==> src/timer8_pkg.sv <==
package timer8_pkg;
  localparam int          CNT_W        = 8;
  localparam int          NUM_CH       = 2;
  localparam int          DIV_W        = 3;
  localparam int          PRESC_W      = 7;
  localparam int          FLAG_W       = 3;
  localparam int          FLAG_OVF     = 0;
  localparam int          FLAG_CH0     = 1;

  // register addresses in the special function register space
  localparam logic [7:0]  ADDR_CNT     = 8'hCA;
  localparam logic [7:0]  ADDR_CTL     = 8'hCB;
  localparam logic [7:0]  ADDR_CCTL0   = 8'hCC;
  localparam logic [7:0]  ADDR_VAL0    = 8'hCD;
  localparam logic [7:0]  ADDR_CCTL1   = 8'hCE;
  localparam logic [7:0]  ADDR_VAL1    = 8'hCF;

  // timer_control fields
  localparam int          CTL_DIV_HI   = 7;
  localparam int          CTL_DIV_LO   = 5;
  localparam int          CTL_RUN      = 4;
  localparam int          CTL_OVERFLOW_IRQ_ENABLE    = 3;
  localparam int          CTL_CLR      = 2;
  localparam int          CTL_MODE_HI  = 1;
  localparam int          CTL_MODE_LO  = 0;

  // channel control fields
  localparam int          CC_IM        = 6;
  localparam int          CC_CMP_HI    = 5;
  localparam int          CC_CMP_LO    = 3;
  localparam int          CC_FUNC      = 2;
  localparam int          CC_CAP_HI    = 1;
  localparam int          CC_CAP_LO    = 0;
  localparam logic [7:0]  CC_RW_MASK   = 8'h7F;

  localparam logic [7:0]  CTL_RST      = 8'h08;
  localparam logic [7:0]  CCTL_RST     = 8'h40;
  localparam logic [7:0]  VAL_RST      = 8'h00;
  localparam logic [7:0]  RD_NONE      = 8'h00;
  localparam logic [7:0]  CNT_ZERO     = 8'h00;
  localparam logic [7:0]  CNT_MAX      = 8'hFF;
  localparam logic [7:0]  CNT_ONE      = 8'h01;

  localparam logic [1:0]  MODE_FREE    = 2'h0;
  localparam logic [1:0]  MODE_DOWN    = 2'h1;
  localparam logic [1:0]  MODE_MOD     = 2'h2;
  localparam logic [1:0]  MODE_UPDN    = 2'h3;

  localparam logic [1:0]  CAP_OFF      = 2'h0;
  localparam logic [1:0]  CAP_RISE     = 2'h1;
  localparam logic [1:0]  CAP_FALL     = 2'h2;
  localparam logic [1:0]  CAP_BOTH     = 2'h3;

  localparam logic [2:0]  CMP_SET      = 3'h0;
  localparam logic [2:0]  CMP_CLR      = 3'h1;
  localparam logic [2:0]  CMP_TOG      = 3'h2;
  localparam logic [2:0]  CMP_SET_UP   = 3'h3;
  localparam logic [2:0]  CMP_CLR_UP   = 3'h4;
  localparam logic [2:0]  CMP_SET_REF  = 3'h5;
  localparam logic [2:0]  CMP_CLR_REF  = 3'h6;

  typedef enum logic {DIR_UP, DIR_DOWN} count_dir_e;
endpackage

==> src/timer8_channel.sv <==
`timescale 1ns/1ps
`default_nettype none
module timer8_channel #(
  parameter bit IS_CH0 = 1'b1
) (
  input  wire logic                        i_clk,
  input  wire logic                        i_srst,
  input  wire logic                        i_ce,
  input  wire logic [7:0]                  i_ctl,
  input  wire logic                        i_pin,
  input  wire logic                        i_run,
  input  wire logic                        i_upd,
  input  wire logic                        i_down,
  input  wire logic                        i_updn,
  input  wire logic [timer8_pkg::CNT_W-1:0] i_cnt,
  input  wire logic [timer8_pkg::CNT_W-1:0] i_cmp,
  input  wire logic [timer8_pkg::CNT_W-1:0] i_ref,
  output logic                             o_capture,
  output logic                             o_match,
  output logic                             o_out,
  output logic                             o_oe_n
);
  import timer8_pkg::*;

  logic             sync1_ff;
  logic             sync2_ff;
  logic             sync3_ff;
  logic             rise;
  logic             fall;
  logic             is_cmp;
  logic [1:0]       cap_sel;
  logic [2:0]       action;
  logic             at_zero;
  logic             at_ref;
  logic             nxt_out;

  assign is_cmp  = i_ctl[CC_FUNC];
  assign cap_sel = i_ctl[CC_CAP_HI:CC_CAP_LO];
  assign action  = i_ctl[CC_CMP_HI:CC_CMP_LO];

  // sync1 feeds only sync2 so the edge detector never sees a metastable bit
  always_ff @(posedge i_clk) begin
    if (i_srst) begin
      sync1_ff <= 1'b0;
      sync2_ff <= 1'b0;
      sync3_ff <= 1'b0;
    end else if (i_ce) begin
      sync1_ff <= i_pin;
      sync2_ff <= sync1_ff;
      sync3_ff <= sync2_ff;
    end
  end

  assign rise = sync2_ff && !sync3_ff;
  assign fall = !sync2_ff && sync3_ff;
  assign o_capture = !is_cmp && i_run && i_ce &&
                     ((cap_sel == CAP_RISE && rise) || (cap_sel == CAP_FALL && fall) ||
                      (cap_sel == CAP_BOTH && (rise || fall)));

  // compare looks once per counter update, so a held count acts only once
  assign o_match = is_cmp && i_upd && (i_cnt == i_cmp);
  assign at_zero = i_upd && (i_cnt == CNT_ZERO);
  assign at_ref  = i_upd && (IS_CH0 ? (i_cnt == ((action == CMP_SET_REF) ? CNT_MAX : CNT_ZERO))
                                    : (i_cnt == i_ref));

  always_comb begin
    nxt_out = o_out;
    case (action)
      CMP_SET: begin
        if (o_match) nxt_out = 1'b1;
      end
      CMP_CLR: begin
        if (o_match) nxt_out = 1'b0;
      end
      CMP_TOG: begin
        if (o_match) nxt_out = !o_out;
      end
      CMP_SET_UP: begin
        if (!i_updn && at_zero) nxt_out = 1'b0;
        if (o_match) nxt_out = (i_updn && i_down) ? 1'b0 : 1'b1;
      end
      CMP_CLR_UP: begin
        if (!i_updn && at_zero) nxt_out = 1'b1;
        if (o_match) nxt_out = (i_updn && i_down) ? 1'b1 : 1'b0;
      end
      CMP_SET_REF: begin
        if (at_ref) nxt_out = 1'b0;
        if (o_match) nxt_out = 1'b1;
      end
      CMP_CLR_REF: begin
        if (at_ref) nxt_out = 1'b1;
        if (o_match) nxt_out = 1'b0;
      end
      default: nxt_out = o_out; // unused code leaves the pin alone
    endcase
  end

  always_ff @(posedge i_clk) begin
    if (i_srst) begin
      o_out  <= 1'b0;
      o_oe_n <= 1'b1;
    end else if (i_ce) begin
      o_out  <= is_cmp ? nxt_out : o_out;
      o_oe_n <= !is_cmp;
    end
  end

  set_on_match_a: assert property (@(posedge i_clk) disable iff (i_srst)
    (i_ce && o_match && action == CMP_SET) |=> o_out)
    else $error("set action did not raise output");
endmodule
`default_nettype wire

==> src/timer8_dual_capture_compare.sv <==
// Summary of operation
// - prescale_select bits 7:5 divide tick by 1 up to 128, doubling per code.
// - run bit 4 set counts; cleared holds the present count.
// - overflow_irq_enable bit 3 resets to 1 and gates the overflow request.
// - writing 1 to counter_clear bit 2 zeroes the count; reads as 0.
// - free running mode counts 0x00 to 0xFF and wraps.
// - down mode loads channel 0 value and counts down to 0x00, stays.
// - modulo mode counts 0x00 up to channel 0 value, restarts at 0x00.
// - up/down mode counts up to channel 0 value then down to 0x00.
// - channel function bit 2: 0 capture, 1 compare.
// - edge_trigger_select bits 1:0: off, rising, falling, both edges.
// - compare_action 000 sets, 001 clears, 010 toggles; 111 unused.
// - action 011 sets on up match, clears at zero or down match.
// - action 100 clears on up match, sets at zero or down match.
// - channel 0 action 101 set match, clear 0xFF; 110 clear match, set 0x00.
// - channel 1 actions 101 and 110 use channel 0 value as second point.
// - a match is counter equal to channel value; action applied then.
// - channel_irq_enable bit 6 resets to 1 and gates request; bit 7 reads 0.
// - channel 0 value is 8-bit read/write, resets to 0x00.
// - terminal count sets overflow flag; request only if enabled.
// - selected capture edge while run is set copies count into value register, sets flag.
// - channel 0 compare value takes effect at count 0x00; channel 1 at once.
// - counter_clear also resets count direction to up.
`timescale 1ns/1ps
`default_nettype none
module timer8_dual_capture_compare (
  input  wire logic                            I_CORE_CLK,
  input  wire logic                            I_SRST,
  input  wire logic                            I_CE,
  input  wire logic                            I_TICK,
  input  wire logic [7:0]                      I_SFR_ADDR,
  input  wire logic                            I_SFR_WR,
  input  wire logic                            I_SFR_RD,
  input  wire logic [7:0]                      I_SFR_WDATA,
  input  wire logic [timer8_pkg::NUM_CH-1:0]   I_CH_IN,
  input  wire logic [timer8_pkg::FLAG_W-1:0]   I_FLAG_CLR,
  output logic      [7:0]                      O_SFR_RDATA,
  output logic      [timer8_pkg::NUM_CH-1:0]   O_CH_OUT,
  output logic      [timer8_pkg::NUM_CH-1:0]   O_CH_OE_N,
  output logic      [timer8_pkg::FLAG_W-1:0]   O_FLAGS,
  output logic                                 O_IRQ
);
  import timer8_pkg::*;

  logic [DIV_W-1:0]  div_ff;
  logic              run_ff;
  logic              run_prev_ff;
  logic              ovf_en_ff;
  logic [1:0]        mode_ff;
  logic [7:0]        cctl_ff [NUM_CH];
  logic [CNT_W-1:0]  val_ff [NUM_CH];
  logic [CNT_W-1:0]  cc0_act_ff;
  logic [CNT_W-1:0]  cnt_ff;
  count_dir_e        dir_ff;
  logic              upd_ff;
  logic              step_down_ff;

  logic              wr_ctl;
  logic              clr_pulse;
  logic              step;
  logic              step_en;
  logic              load_down;
  logic [CNT_W-1:0]  nxt_cnt;
  count_dir_e        nxt_dir;
  logic              nxt_down;
  logic              term;
  logic [NUM_CH-1:0] cap_ev;
  logic [NUM_CH-1:0] match_ev;
  logic [FLAG_W-1:0] flag_set;
  logic [FLAG_W-1:0] flag_en;

  assign wr_ctl    = I_CE && I_SFR_WR && (I_SFR_ADDR == ADDR_CTL);
  assign clr_pulse = wr_ctl && I_SFR_WDATA[CTL_CLR];
  assign step_en   = step && run_ff && I_CE;
  // down mode reloads when the timer is started
  assign load_down = I_CE && run_ff && !run_prev_ff && (mode_ff == MODE_DOWN);

  timer8_prescaler #(
    .DIV_W   (DIV_W),
    .PRESC_W (PRESC_W)
  ) u_presc (
    .i_clk  (I_CORE_CLK),
    .i_srst (I_SRST),
    .i_ce   (I_CE),
    .i_tick (I_TICK),
    .i_clr  (clr_pulse),
    .i_div  (div_ff),
    .o_step (step)
  );

  // timer_control register; the clear bit is a strobe and is not stored
  always_ff @(posedge I_CORE_CLK) begin
    if (I_SRST) begin
      div_ff    <= CTL_RST[CTL_DIV_HI:CTL_DIV_LO];
      run_ff    <= CTL_RST[CTL_RUN];
      ovf_en_ff <= CTL_RST[CTL_OVERFLOW_IRQ_ENABLE];
      mode_ff   <= CTL_RST[CTL_MODE_HI:CTL_MODE_LO];
    end else if (wr_ctl) begin
      div_ff    <= I_SFR_WDATA[CTL_DIV_HI:CTL_DIV_LO];
      run_ff    <= I_SFR_WDATA[CTL_RUN];
      ovf_en_ff <= I_SFR_WDATA[CTL_OVERFLOW_IRQ_ENABLE];
      mode_ff   <= I_SFR_WDATA[CTL_MODE_HI:CTL_MODE_LO];
    end
  end

  always_ff @(posedge I_CORE_CLK) begin
    if (I_SRST) begin
      run_prev_ff <= 1'b0;
    end else if (I_CE) begin
      run_prev_ff <= run_ff;
    end
  end

  // channel control registers; bit 7 is never stored so it reads as zero
  always_ff @(posedge I_CORE_CLK) begin
    if (I_SRST) begin
      for (int i = 0; i < NUM_CH; i++) begin
        cctl_ff[i] <= CCTL_RST;
      end
    end else if (I_CE && I_SFR_WR) begin
      if (I_SFR_ADDR == ADDR_CCTL0) begin
        cctl_ff[0] <= I_SFR_WDATA & CC_RW_MASK;
      end else if (I_SFR_ADDR == ADDR_CCTL1) begin
        cctl_ff[1] <= I_SFR_WDATA & CC_RW_MASK;
      end
    end
  end

  // value registers; a capture in the same cycle as a write wins
  always_ff @(posedge I_CORE_CLK) begin
    if (I_SRST) begin
      for (int i = 0; i < NUM_CH; i++) begin
        val_ff[i] <= VAL_RST;
      end
    end else if (I_CE) begin
      for (int i = 0; i < NUM_CH; i++) begin
        if (cap_ev[i]) begin
          val_ff[i] <= cnt_ff;
        end else if (I_SFR_WR && I_SFR_ADDR == (i == 0 ? ADDR_VAL0 : ADDR_VAL1)) begin
          val_ff[i] <= I_SFR_WDATA;
        end
      end
    end
  end

  // shadow of the channel 0 value, only refreshed at count zero so a
  // running period never sees a half-applied limit
  always_ff @(posedge I_CORE_CLK) begin
    if (I_SRST) begin
      cc0_act_ff <= VAL_RST;
    end else if (I_CE && cnt_ff == CNT_ZERO) begin
      cc0_act_ff <= val_ff[0];
    end
  end

  always_comb begin
    nxt_cnt  = cnt_ff;
    nxt_dir  = dir_ff;
    nxt_down = 1'b0;
    term     = 1'b0;
    case (mode_ff)
      MODE_FREE: begin
        nxt_cnt = cnt_ff + CNT_ONE;
        term    = (nxt_cnt == CNT_MAX);
      end
      MODE_DOWN: begin
        nxt_down = 1'b1;
        if (cnt_ff != CNT_ZERO) begin
          nxt_cnt = cnt_ff - CNT_ONE;
          term    = (nxt_cnt == CNT_ZERO);
        end
      end
      MODE_MOD: begin
        if (cnt_ff == cc0_act_ff) begin
          nxt_cnt = CNT_ZERO;
          term    = 1'b1;
        end else begin
          nxt_cnt = cnt_ff + CNT_ONE;
        end
      end
      default: begin
        if (dir_ff == DIR_UP) begin
          if (cnt_ff == cc0_act_ff) begin
            nxt_dir  = DIR_DOWN;
            nxt_down = 1'b1;
            nxt_cnt  = (cnt_ff == CNT_ZERO) ? CNT_ZERO : cnt_ff - CNT_ONE;
          end else begin
            nxt_cnt = cnt_ff + CNT_ONE;
          end
        end else if (cnt_ff == CNT_ZERO) begin
          nxt_dir = DIR_UP;
          nxt_cnt = cnt_ff + ((cc0_act_ff == CNT_ZERO) ? CNT_ZERO : CNT_ONE);
        end else begin
          nxt_down = 1'b1;
          nxt_cnt  = cnt_ff - CNT_ONE;
          if (nxt_cnt == CNT_ZERO) begin
            nxt_dir = DIR_UP;
            term    = 1'b1;
          end
        end
      end
    endcase
  end

  always_ff @(posedge I_CORE_CLK) begin
    if (I_SRST) begin
      cnt_ff       <= CNT_ZERO;
      dir_ff       <= DIR_UP;
      upd_ff       <= 1'b0;
      step_down_ff <= 1'b0;
    end else if (I_CE) begin
      upd_ff <= clr_pulse || load_down || step_en;
      if (clr_pulse) begin
        cnt_ff       <= CNT_ZERO;
        dir_ff       <= DIR_UP;
        step_down_ff <= 1'b0;
      end else if (load_down) begin
        cnt_ff       <= val_ff[0];
        step_down_ff <= 1'b1;
      end else if (step_en) begin
        cnt_ff       <= nxt_cnt;
        dir_ff       <= nxt_dir;
        step_down_ff <= nxt_down;
      end
    end
  end

  generate
    for (genvar ch = 0; ch < NUM_CH; ch++) begin : g_ch
      timer8_channel #(
        .IS_CH0 (ch == 0)
      ) u_ch (
        .i_clk     (I_CORE_CLK),
        .i_srst    (I_SRST),
        .i_ce      (I_CE),
        .i_ctl     (cctl_ff[ch]),
        .i_pin     (I_CH_IN[ch]),
        .i_run     (run_ff),
        .i_upd     (upd_ff && I_CE),
        .i_down    (step_down_ff),
        .i_updn    (mode_ff == MODE_UPDN),
        .i_cnt     (cnt_ff),
        .i_cmp     ((ch == 0) ? cc0_act_ff : val_ff[ch]),
        .i_ref     (cc0_act_ff),
        .o_capture (cap_ev[ch]),
        .o_match   (match_ev[ch]),
        .o_out     (O_CH_OUT[ch]),
        .o_oe_n    (O_CH_OE_N[ch])
      );
      assign flag_set[FLAG_CH0+ch] = cap_ev[ch] || match_ev[ch];
      assign flag_en[FLAG_CH0+ch]  = cctl_ff[ch][CC_IM];
    end
  endgenerate

  assign flag_set[FLAG_OVF] = step_en && !clr_pulse && !load_down && term;
  assign flag_en[FLAG_OVF]  = ovf_en_ff;

  // a new event outweighs a clear arriving in the same cycle
  always_ff @(posedge I_CORE_CLK) begin
    if (I_SRST) begin
      O_FLAGS <= '0;
    end else if (I_CE) begin
      O_FLAGS <= flag_set | (O_FLAGS & ~I_FLAG_CLR);
    end
  end

  always_ff @(posedge I_CORE_CLK) begin
    if (I_SRST) begin
      O_IRQ <= 1'b0;
    end else if (I_CE) begin
      O_IRQ <= |(O_FLAGS & flag_en);
    end
  end

  always_ff @(posedge I_CORE_CLK) begin
    if (I_SRST) begin
      O_SFR_RDATA <= RD_NONE;
    end else if (I_CE && I_SFR_RD) begin
      if (I_SFR_ADDR == ADDR_CNT) begin
        O_SFR_RDATA <= cnt_ff;
      end else if (I_SFR_ADDR == ADDR_CTL) begin
        O_SFR_RDATA <= {div_ff, run_ff, ovf_en_ff, 1'b0, mode_ff};
      end else if (I_SFR_ADDR == ADDR_CCTL0) begin
        O_SFR_RDATA <= cctl_ff[0];
      end else if (I_SFR_ADDR == ADDR_VAL0) begin
        O_SFR_RDATA <= val_ff[0];
      end else if (I_SFR_ADDR == ADDR_CCTL1) begin
        O_SFR_RDATA <= cctl_ff[1];
      end else if (I_SFR_ADDR == ADDR_VAL1) begin
        O_SFR_RDATA <= val_ff[1];
      end else begin
        O_SFR_RDATA <= RD_NONE;
      end
    end
  end

  clr_zero_a: assert property (@(posedge I_CORE_CLK) disable iff (I_SRST)
    clr_pulse |=> (cnt_ff == CNT_ZERO) ##1 (upd_ff == 1'b0 || cnt_ff <= CNT_ONE))
    else $error("clear did not zero the counter");

  clr_dir_a: assert property (@(posedge I_CORE_CLK) disable iff (I_SRST)
    clr_pulse |=> dir_ff == DIR_UP)
    else $error("clear did not restore up direction");

  stop_hold_a: assert property (@(posedge I_CORE_CLK) disable iff (I_SRST)
    (!run_ff && !clr_pulse) |=> $stable(cnt_ff))
    else $error("counter moved while stopped");

  free_wrap_a: assert property (@(posedge I_CORE_CLK) disable iff (I_SRST)
    (step_en && !clr_pulse && mode_ff == MODE_FREE && cnt_ff == CNT_MAX) |=> cnt_ff == CNT_ZERO)
    else $error("free running count did not wrap");

  down_floor_a: assert property (@(posedge I_CORE_CLK) disable iff (I_SRST)
    (step_en && !clr_pulse && !load_down && mode_ff == MODE_DOWN && cnt_ff == CNT_ZERO)
    |=> cnt_ff == CNT_ZERO)
    else $error("down count left zero");

  mod_restart_a: assert property (@(posedge I_CORE_CLK) disable iff (I_SRST)
    (step_en && !clr_pulse && mode_ff == MODE_MOD && cnt_ff == cc0_act_ff)
    |=> cnt_ff == CNT_ZERO && O_FLAGS[FLAG_OVF])
    else $error("modulo count did not restart");

  overflow_irq_enable_reset_a: assert property (@(posedge I_CORE_CLK)
    I_SRST |=> ovf_en_ff && cctl_ff[0][CC_IM] && cctl_ff[1][CC_IM])
    else $error("interrupt enables not set by reset");

  irq_gate_a: assert property (@(posedge I_CORE_CLK) disable iff (I_SRST)
    (I_CE && |(O_FLAGS & flag_en)) |=> O_IRQ)
    else $error("enabled flag raised no request");

  capture_copy_a: assert property (@(posedge I_CORE_CLK) disable iff (I_SRST)
    cap_ev[0] |=> val_ff[0] == $past(cnt_ff) && O_FLAGS[FLAG_CH0])
    else $error("capture did not store the count");
endmodule
`default_nettype wire

==> src/timer8_prescaler.sv <==
`timescale 1ns/1ps
`default_nettype none
module timer8_prescaler #(
  parameter int DIV_W   = timer8_pkg::DIV_W,
  parameter int PRESC_W = timer8_pkg::PRESC_W
) (
  input  wire logic             i_clk,
  input  wire logic             i_srst,
  input  wire logic             i_ce,
  input  wire logic             i_tick,
  input  wire logic             i_clr,
  input  wire logic [DIV_W-1:0] i_div,
  output logic                  o_step
);
  import timer8_pkg::*;

  logic [PRESC_W-1:0] presc_ff;
  logic [PRESC_W-1:0] mask;

  // divide by 2**div: step on the tick that completes the low bits
  assign mask   = PRESC_W'((1 << i_div) - 1);
  assign o_step = i_tick && ((presc_ff & mask) == mask);

  always_ff @(posedge i_clk) begin
    if (i_srst) begin
      presc_ff <= '0;
    end else if (i_ce) begin
      if (i_clr) begin
        presc_ff <= '0;
      end else if (i_tick) begin
        presc_ff <= presc_ff + PRESC_W'(1);
      end
    end
  end

  div_one_a: assert property (@(posedge i_clk) disable iff (i_srst)
    (i_div == '0 && i_tick) |-> o_step)
    else $error("divide by one missed a tick");
endmodule
`default_nettype wire
==> config.mk <==
export PLATFORM = sky130hd
export DESIGN_NAME = timer8_dual_capture_compare
export DESIGN_NICKNAME = d
export VERILOG_FILES = /design/src/timer8_pkg.sv /design/src/timer8_channel.sv /design/src/timer8_dual_capture_compare.sv /design/src/timer8_prescaler.sv
export SDC_FILE = /design/constraint.sdc
export NUM_CORES = 1
export LEC_CHECK = 0
export BUFFER_PORTS_ARGS = -buffer_cell sky130_fd_sc_hd__clkbuf_2
export CAP_MARGIN = 10
export CORE_MARGIN = 4
export CORE_UTILIZATION = 40
export DETAILED_ROUTE_END_ITERATION = 7
export GPL_TIMING_DRIVEN = 0
export PLACE_DENSITY_LB_ADDON = 0.3
export SLEW_MARGIN = 25
export SYNTH_ARGS = -nofsm -noshare
export SYNTH_HDL_FRONTEND = slang
export SYNTH_HIERARCHICAL = 1
export SYNTH_SLANG_ARGS = --single-unit
==> constraint.sdc <==
create_clock -name I_CORE_CLK -period 3 [get_ports I_CORE_CLK]
set_input_delay 0.6 -clock I_CORE_CLK [delete_from_list [all_inputs] [get_ports I_CORE_CLK]]
set_output_delay 0.6 -clock I_CORE_CLK [all_outputs]
set_load 0.005 [all_outputs]
==> summary.txt <==
STA
  • Final Cycle Share: around 96%
  • Unrepaired setup endpoints after global routing: yes
  • Peak Freq: around 350 MHz
  • Fin Clk Skew: between 0.01 and 0.015 ns
  • Slew Viols, Final: 0
  • Final setup viols: 0
  • Final setup TNS: 0 ns
  • Least-Margin Pin Slew: 0.874 ns
  • Slew headroom: roughly two fifths
  • Hold Fails Final Rpt: 0
  • Post-route minimum period: approximately 2.9 ns

Placed design
  • DP HPWL: about 14000 µm
  • Cell Count Post-Placement: 893
  • Dpl cell area: 6310 µm²
  • Port bufs: 42
  • Gpl congestion: slightly below 1

Worst setup path
  • Worst Path Required: 3.23 ns
  • Worst Setup Start Kind: flop
  • Crit path max-delay family: compound AO/OA/AOI/OAI gates
  • Setup CP Type: reg2reg
  • Buffers & Inverters on Critical Path: 0
  • Reg-to-Reg Start: div_ff[1]
  • Crit end category: flop
  • Worst reg2reg path endpoint: cnt_ff[6]
  • CP Max Fanout: 9
  • Worst EP arrival: 3.10 ns
  • WP depth: 11
  • FF-to-FF path depth: 11
  • Setup slack, reg-to-reg: between 0.1 and 0.15 ns
  • Crit-path max cell delay: between 0.4 and 0.5 ns
  • Worst path cell trace: or3_4 -> ha_1 -> o21ai_0 -> a221oi_2 -> o211a_1 -> nand3_4 -> a31oi_4 -> nand2_1 -> a21o_1 -> a2111oi_4 -> a2111oi_2
  • CP max-delay cell: or3_4

Route
  • Vias per cell: 6.14
  • Pre-antenna DRT Iters: 5
  • DR WL/cell: approximately 21 µm
  • Drt drc: 0
  • Routed wire length: 19100 µm
  • Initial DRC count: between 500 and 600
  • Via Count: between 5000 and 6000
  • Post-DRT Antenna Nets: 0

Global route
  • Pin count of the biggest net entering global routing: 18
  • Total GRT Usage: ~23%
  • Grt total ovfl: 0
  • First-pass GRT wire length: ~30000 µm
  • Initial antenna violation count: 0
  • Vias in the first global route: around 5300

Cells and area
  • Commonest cells after routing, fill and taps aside: nor2_1 (71), nand2_1 (70), dfxtp_1 (54)
  • Final Core Density: between 40% and 50%
  • Commonest non-fill, non-tap cell in the layout: nor2_1
  • Share of layout cells above drive strength 1: 16.9%
  • Layout Area Growth over Synthesis: 14.2%
  • Finished Layout Cells: between 900 and 1000
  • Antenna cell count: 0
  • Design Area, Final: between 6000 and 7000 µm²
  • Layout Nets: approximately 760

Clocking
  • Clk pin slew, worst setup/hold paths: roughly 0.07 ns
  • # clock sinks: 86
  • Skew-Pair Late Insertion Delay: roughly 0.36 ns
  • # H-tree levels: 3
  • Num CTS Buffers: 9
  • Post-CTS Setup Bufs: 0
  • Max Root-Sink Buffers: 2
  • Clk root buf: clkbuf_16
  • CTS tree: done

Synth
  • Syn_nets: 710
  • Synthesized area: about 5900 µm²
  • Post-Syn Instances: 670
  • Mean post-synth cell area: roughly 9 µm²
  • YS warnings: 6

Floorplan
  • DIE AREA: 16600 µm²
  • Core area: about 14000 µm²
  • Row cnt: 43
  • Initial Util: around two fifths
  • Die width: roughly 130 µm
  • Die height: between 100 and 150 µm
  • I/O Pins: 43

Min path
  • Hold Startpoint: O_SFR_RDATA[6]
  • Worst min path class: reg2reg
  • Hold Path Stages: 2
  • Hold Path End: O_SFR_RDATA[6]

Power
  • Reg power frac: 45.6%
  • Pwr/cell area: roughly 420 nW/µm²
  • Tot Pwr: 2.80 mW
  • Combinational Power Share: about 9.1%
  • VDD IR max: between 0.2 and 0.25 mV
  • P_int: about 2.1 mW
  • Clock share of power: between 40 and 50%
  • Lkg Pwr: ~2.5 nW
  • Switching share of power: about 26%
  • Switching power: roughly 0.71 mW

Outcome
  • Outcome: finished clean

Run
  • Max_cap viols: 0
-- registers in the layout, summed over array words and instances (netlist names) --
signal              count
upd_ff                  1
g_ch.u_ch/sync1_ff      2
div_ff                  3
run_ff                  1
g_ch.u_ch/sync3_ff      2
g_ch.u_ch/o_oe_n        2
O_SFR_RDATA             8
cc0_act_ff              8
O_FLAGS                 3
dir_ff                  1
cnt_ff                  8
mode_ff                 2
val_ff                 16
cctl_ff                14
g_ch.u_ch/sync2_ff      2
step_down_ff            1
u_presc/presc_ff        7
g_ch.u_ch/o_out         2
run_prev_ff             1
O_IRQ                   1
ovf_en_ff               1
-- worst max path at each step --
| stage | slack [ns] | end | from |
|---|---|---|---|
| after detailed placement | -0.71 | g_ch[0].u_ch/o_out | I_CE |
| after floorplan | 0.23 | g_ch[0].u_ch/o_out | I_CE |
| after global routing | -0.05 | g_ch[0].u_ch/o_out | I_CE |
| after global placement | -0.63 | g_ch[0].u_ch/o_out | I_CE |
| after CTS | 0.01 | cnt_ff[7] | cnt_ff[1] |
| final | 0.13 | cnt_ff[6] | div_ff[1] |
-- power groups by stage --
stage / clock network, mW / registers [mW] / logic (mW)
floorplan: 0 / 1.29 / 0.159
global placement: 0 / 1.30 / 0.242
detailed placement: 0 / 1.30 / 0.246
CTS: 1.28 / 1.28 / 0.249
global route: 1.31 / 1.28 / 0.277
finish: 1.27 / 1.28 / 0.253
-- through the flow --
stage	setup WS, ns	hold WS [ns]
3_5_place_dp	-0.706	0.451
5_1_grt	-0.0506	0.495
4_1_cts	0.0119	0.461
2_1_floorplan	0.233	0.450
3_3_place_gp	-0.632	0.450
6_report	0.133	0.459
-- worst register-to-register path, delay by kind of cell, from the launching register on --
| kind | cells | cell delay (ns) |
|---|---|---|
| simple gates | 3 | 0.71 |
| compound gates | 7 | 1.36 |
| flops | 1 | 0.39 |
| fa+ha+maj | 1 | 0.29 |
-- what timing repair did --
action / 4_1_cts / 5_1_grt
pin swaps: 0 / 0
hold buffers: 0 / 0
resized for setup: 7 / 9
endpoints found under the hold margin: 0 / 0
endpoints found under the setup margin: 7 / 11
-- area by class of cell --
class	instances	area (µm²)
Sequential cell	86	2020
Fill cell	1380	7410
Inverter	26	97.6
Clock buffer	9	225
Buffer	30	145
Tap cell	180	225
Multi-Input combinational cell	528	3650
Clock inverter	7	104
Timing Repair Buffer	43	215
-- routing by layer --
metal / share of wire [%] / track usage [%] / routed length, µm
met5: 0 / 0 / 0
met3: 8.4 / 4.91 / 1600
met4: 3.0 / 9.76 / 565
met1: 43 / 31.3 / 8190
met2: 46 / 35.9 / 8740
Note: power is estimated with default switching activity, not from simulation.
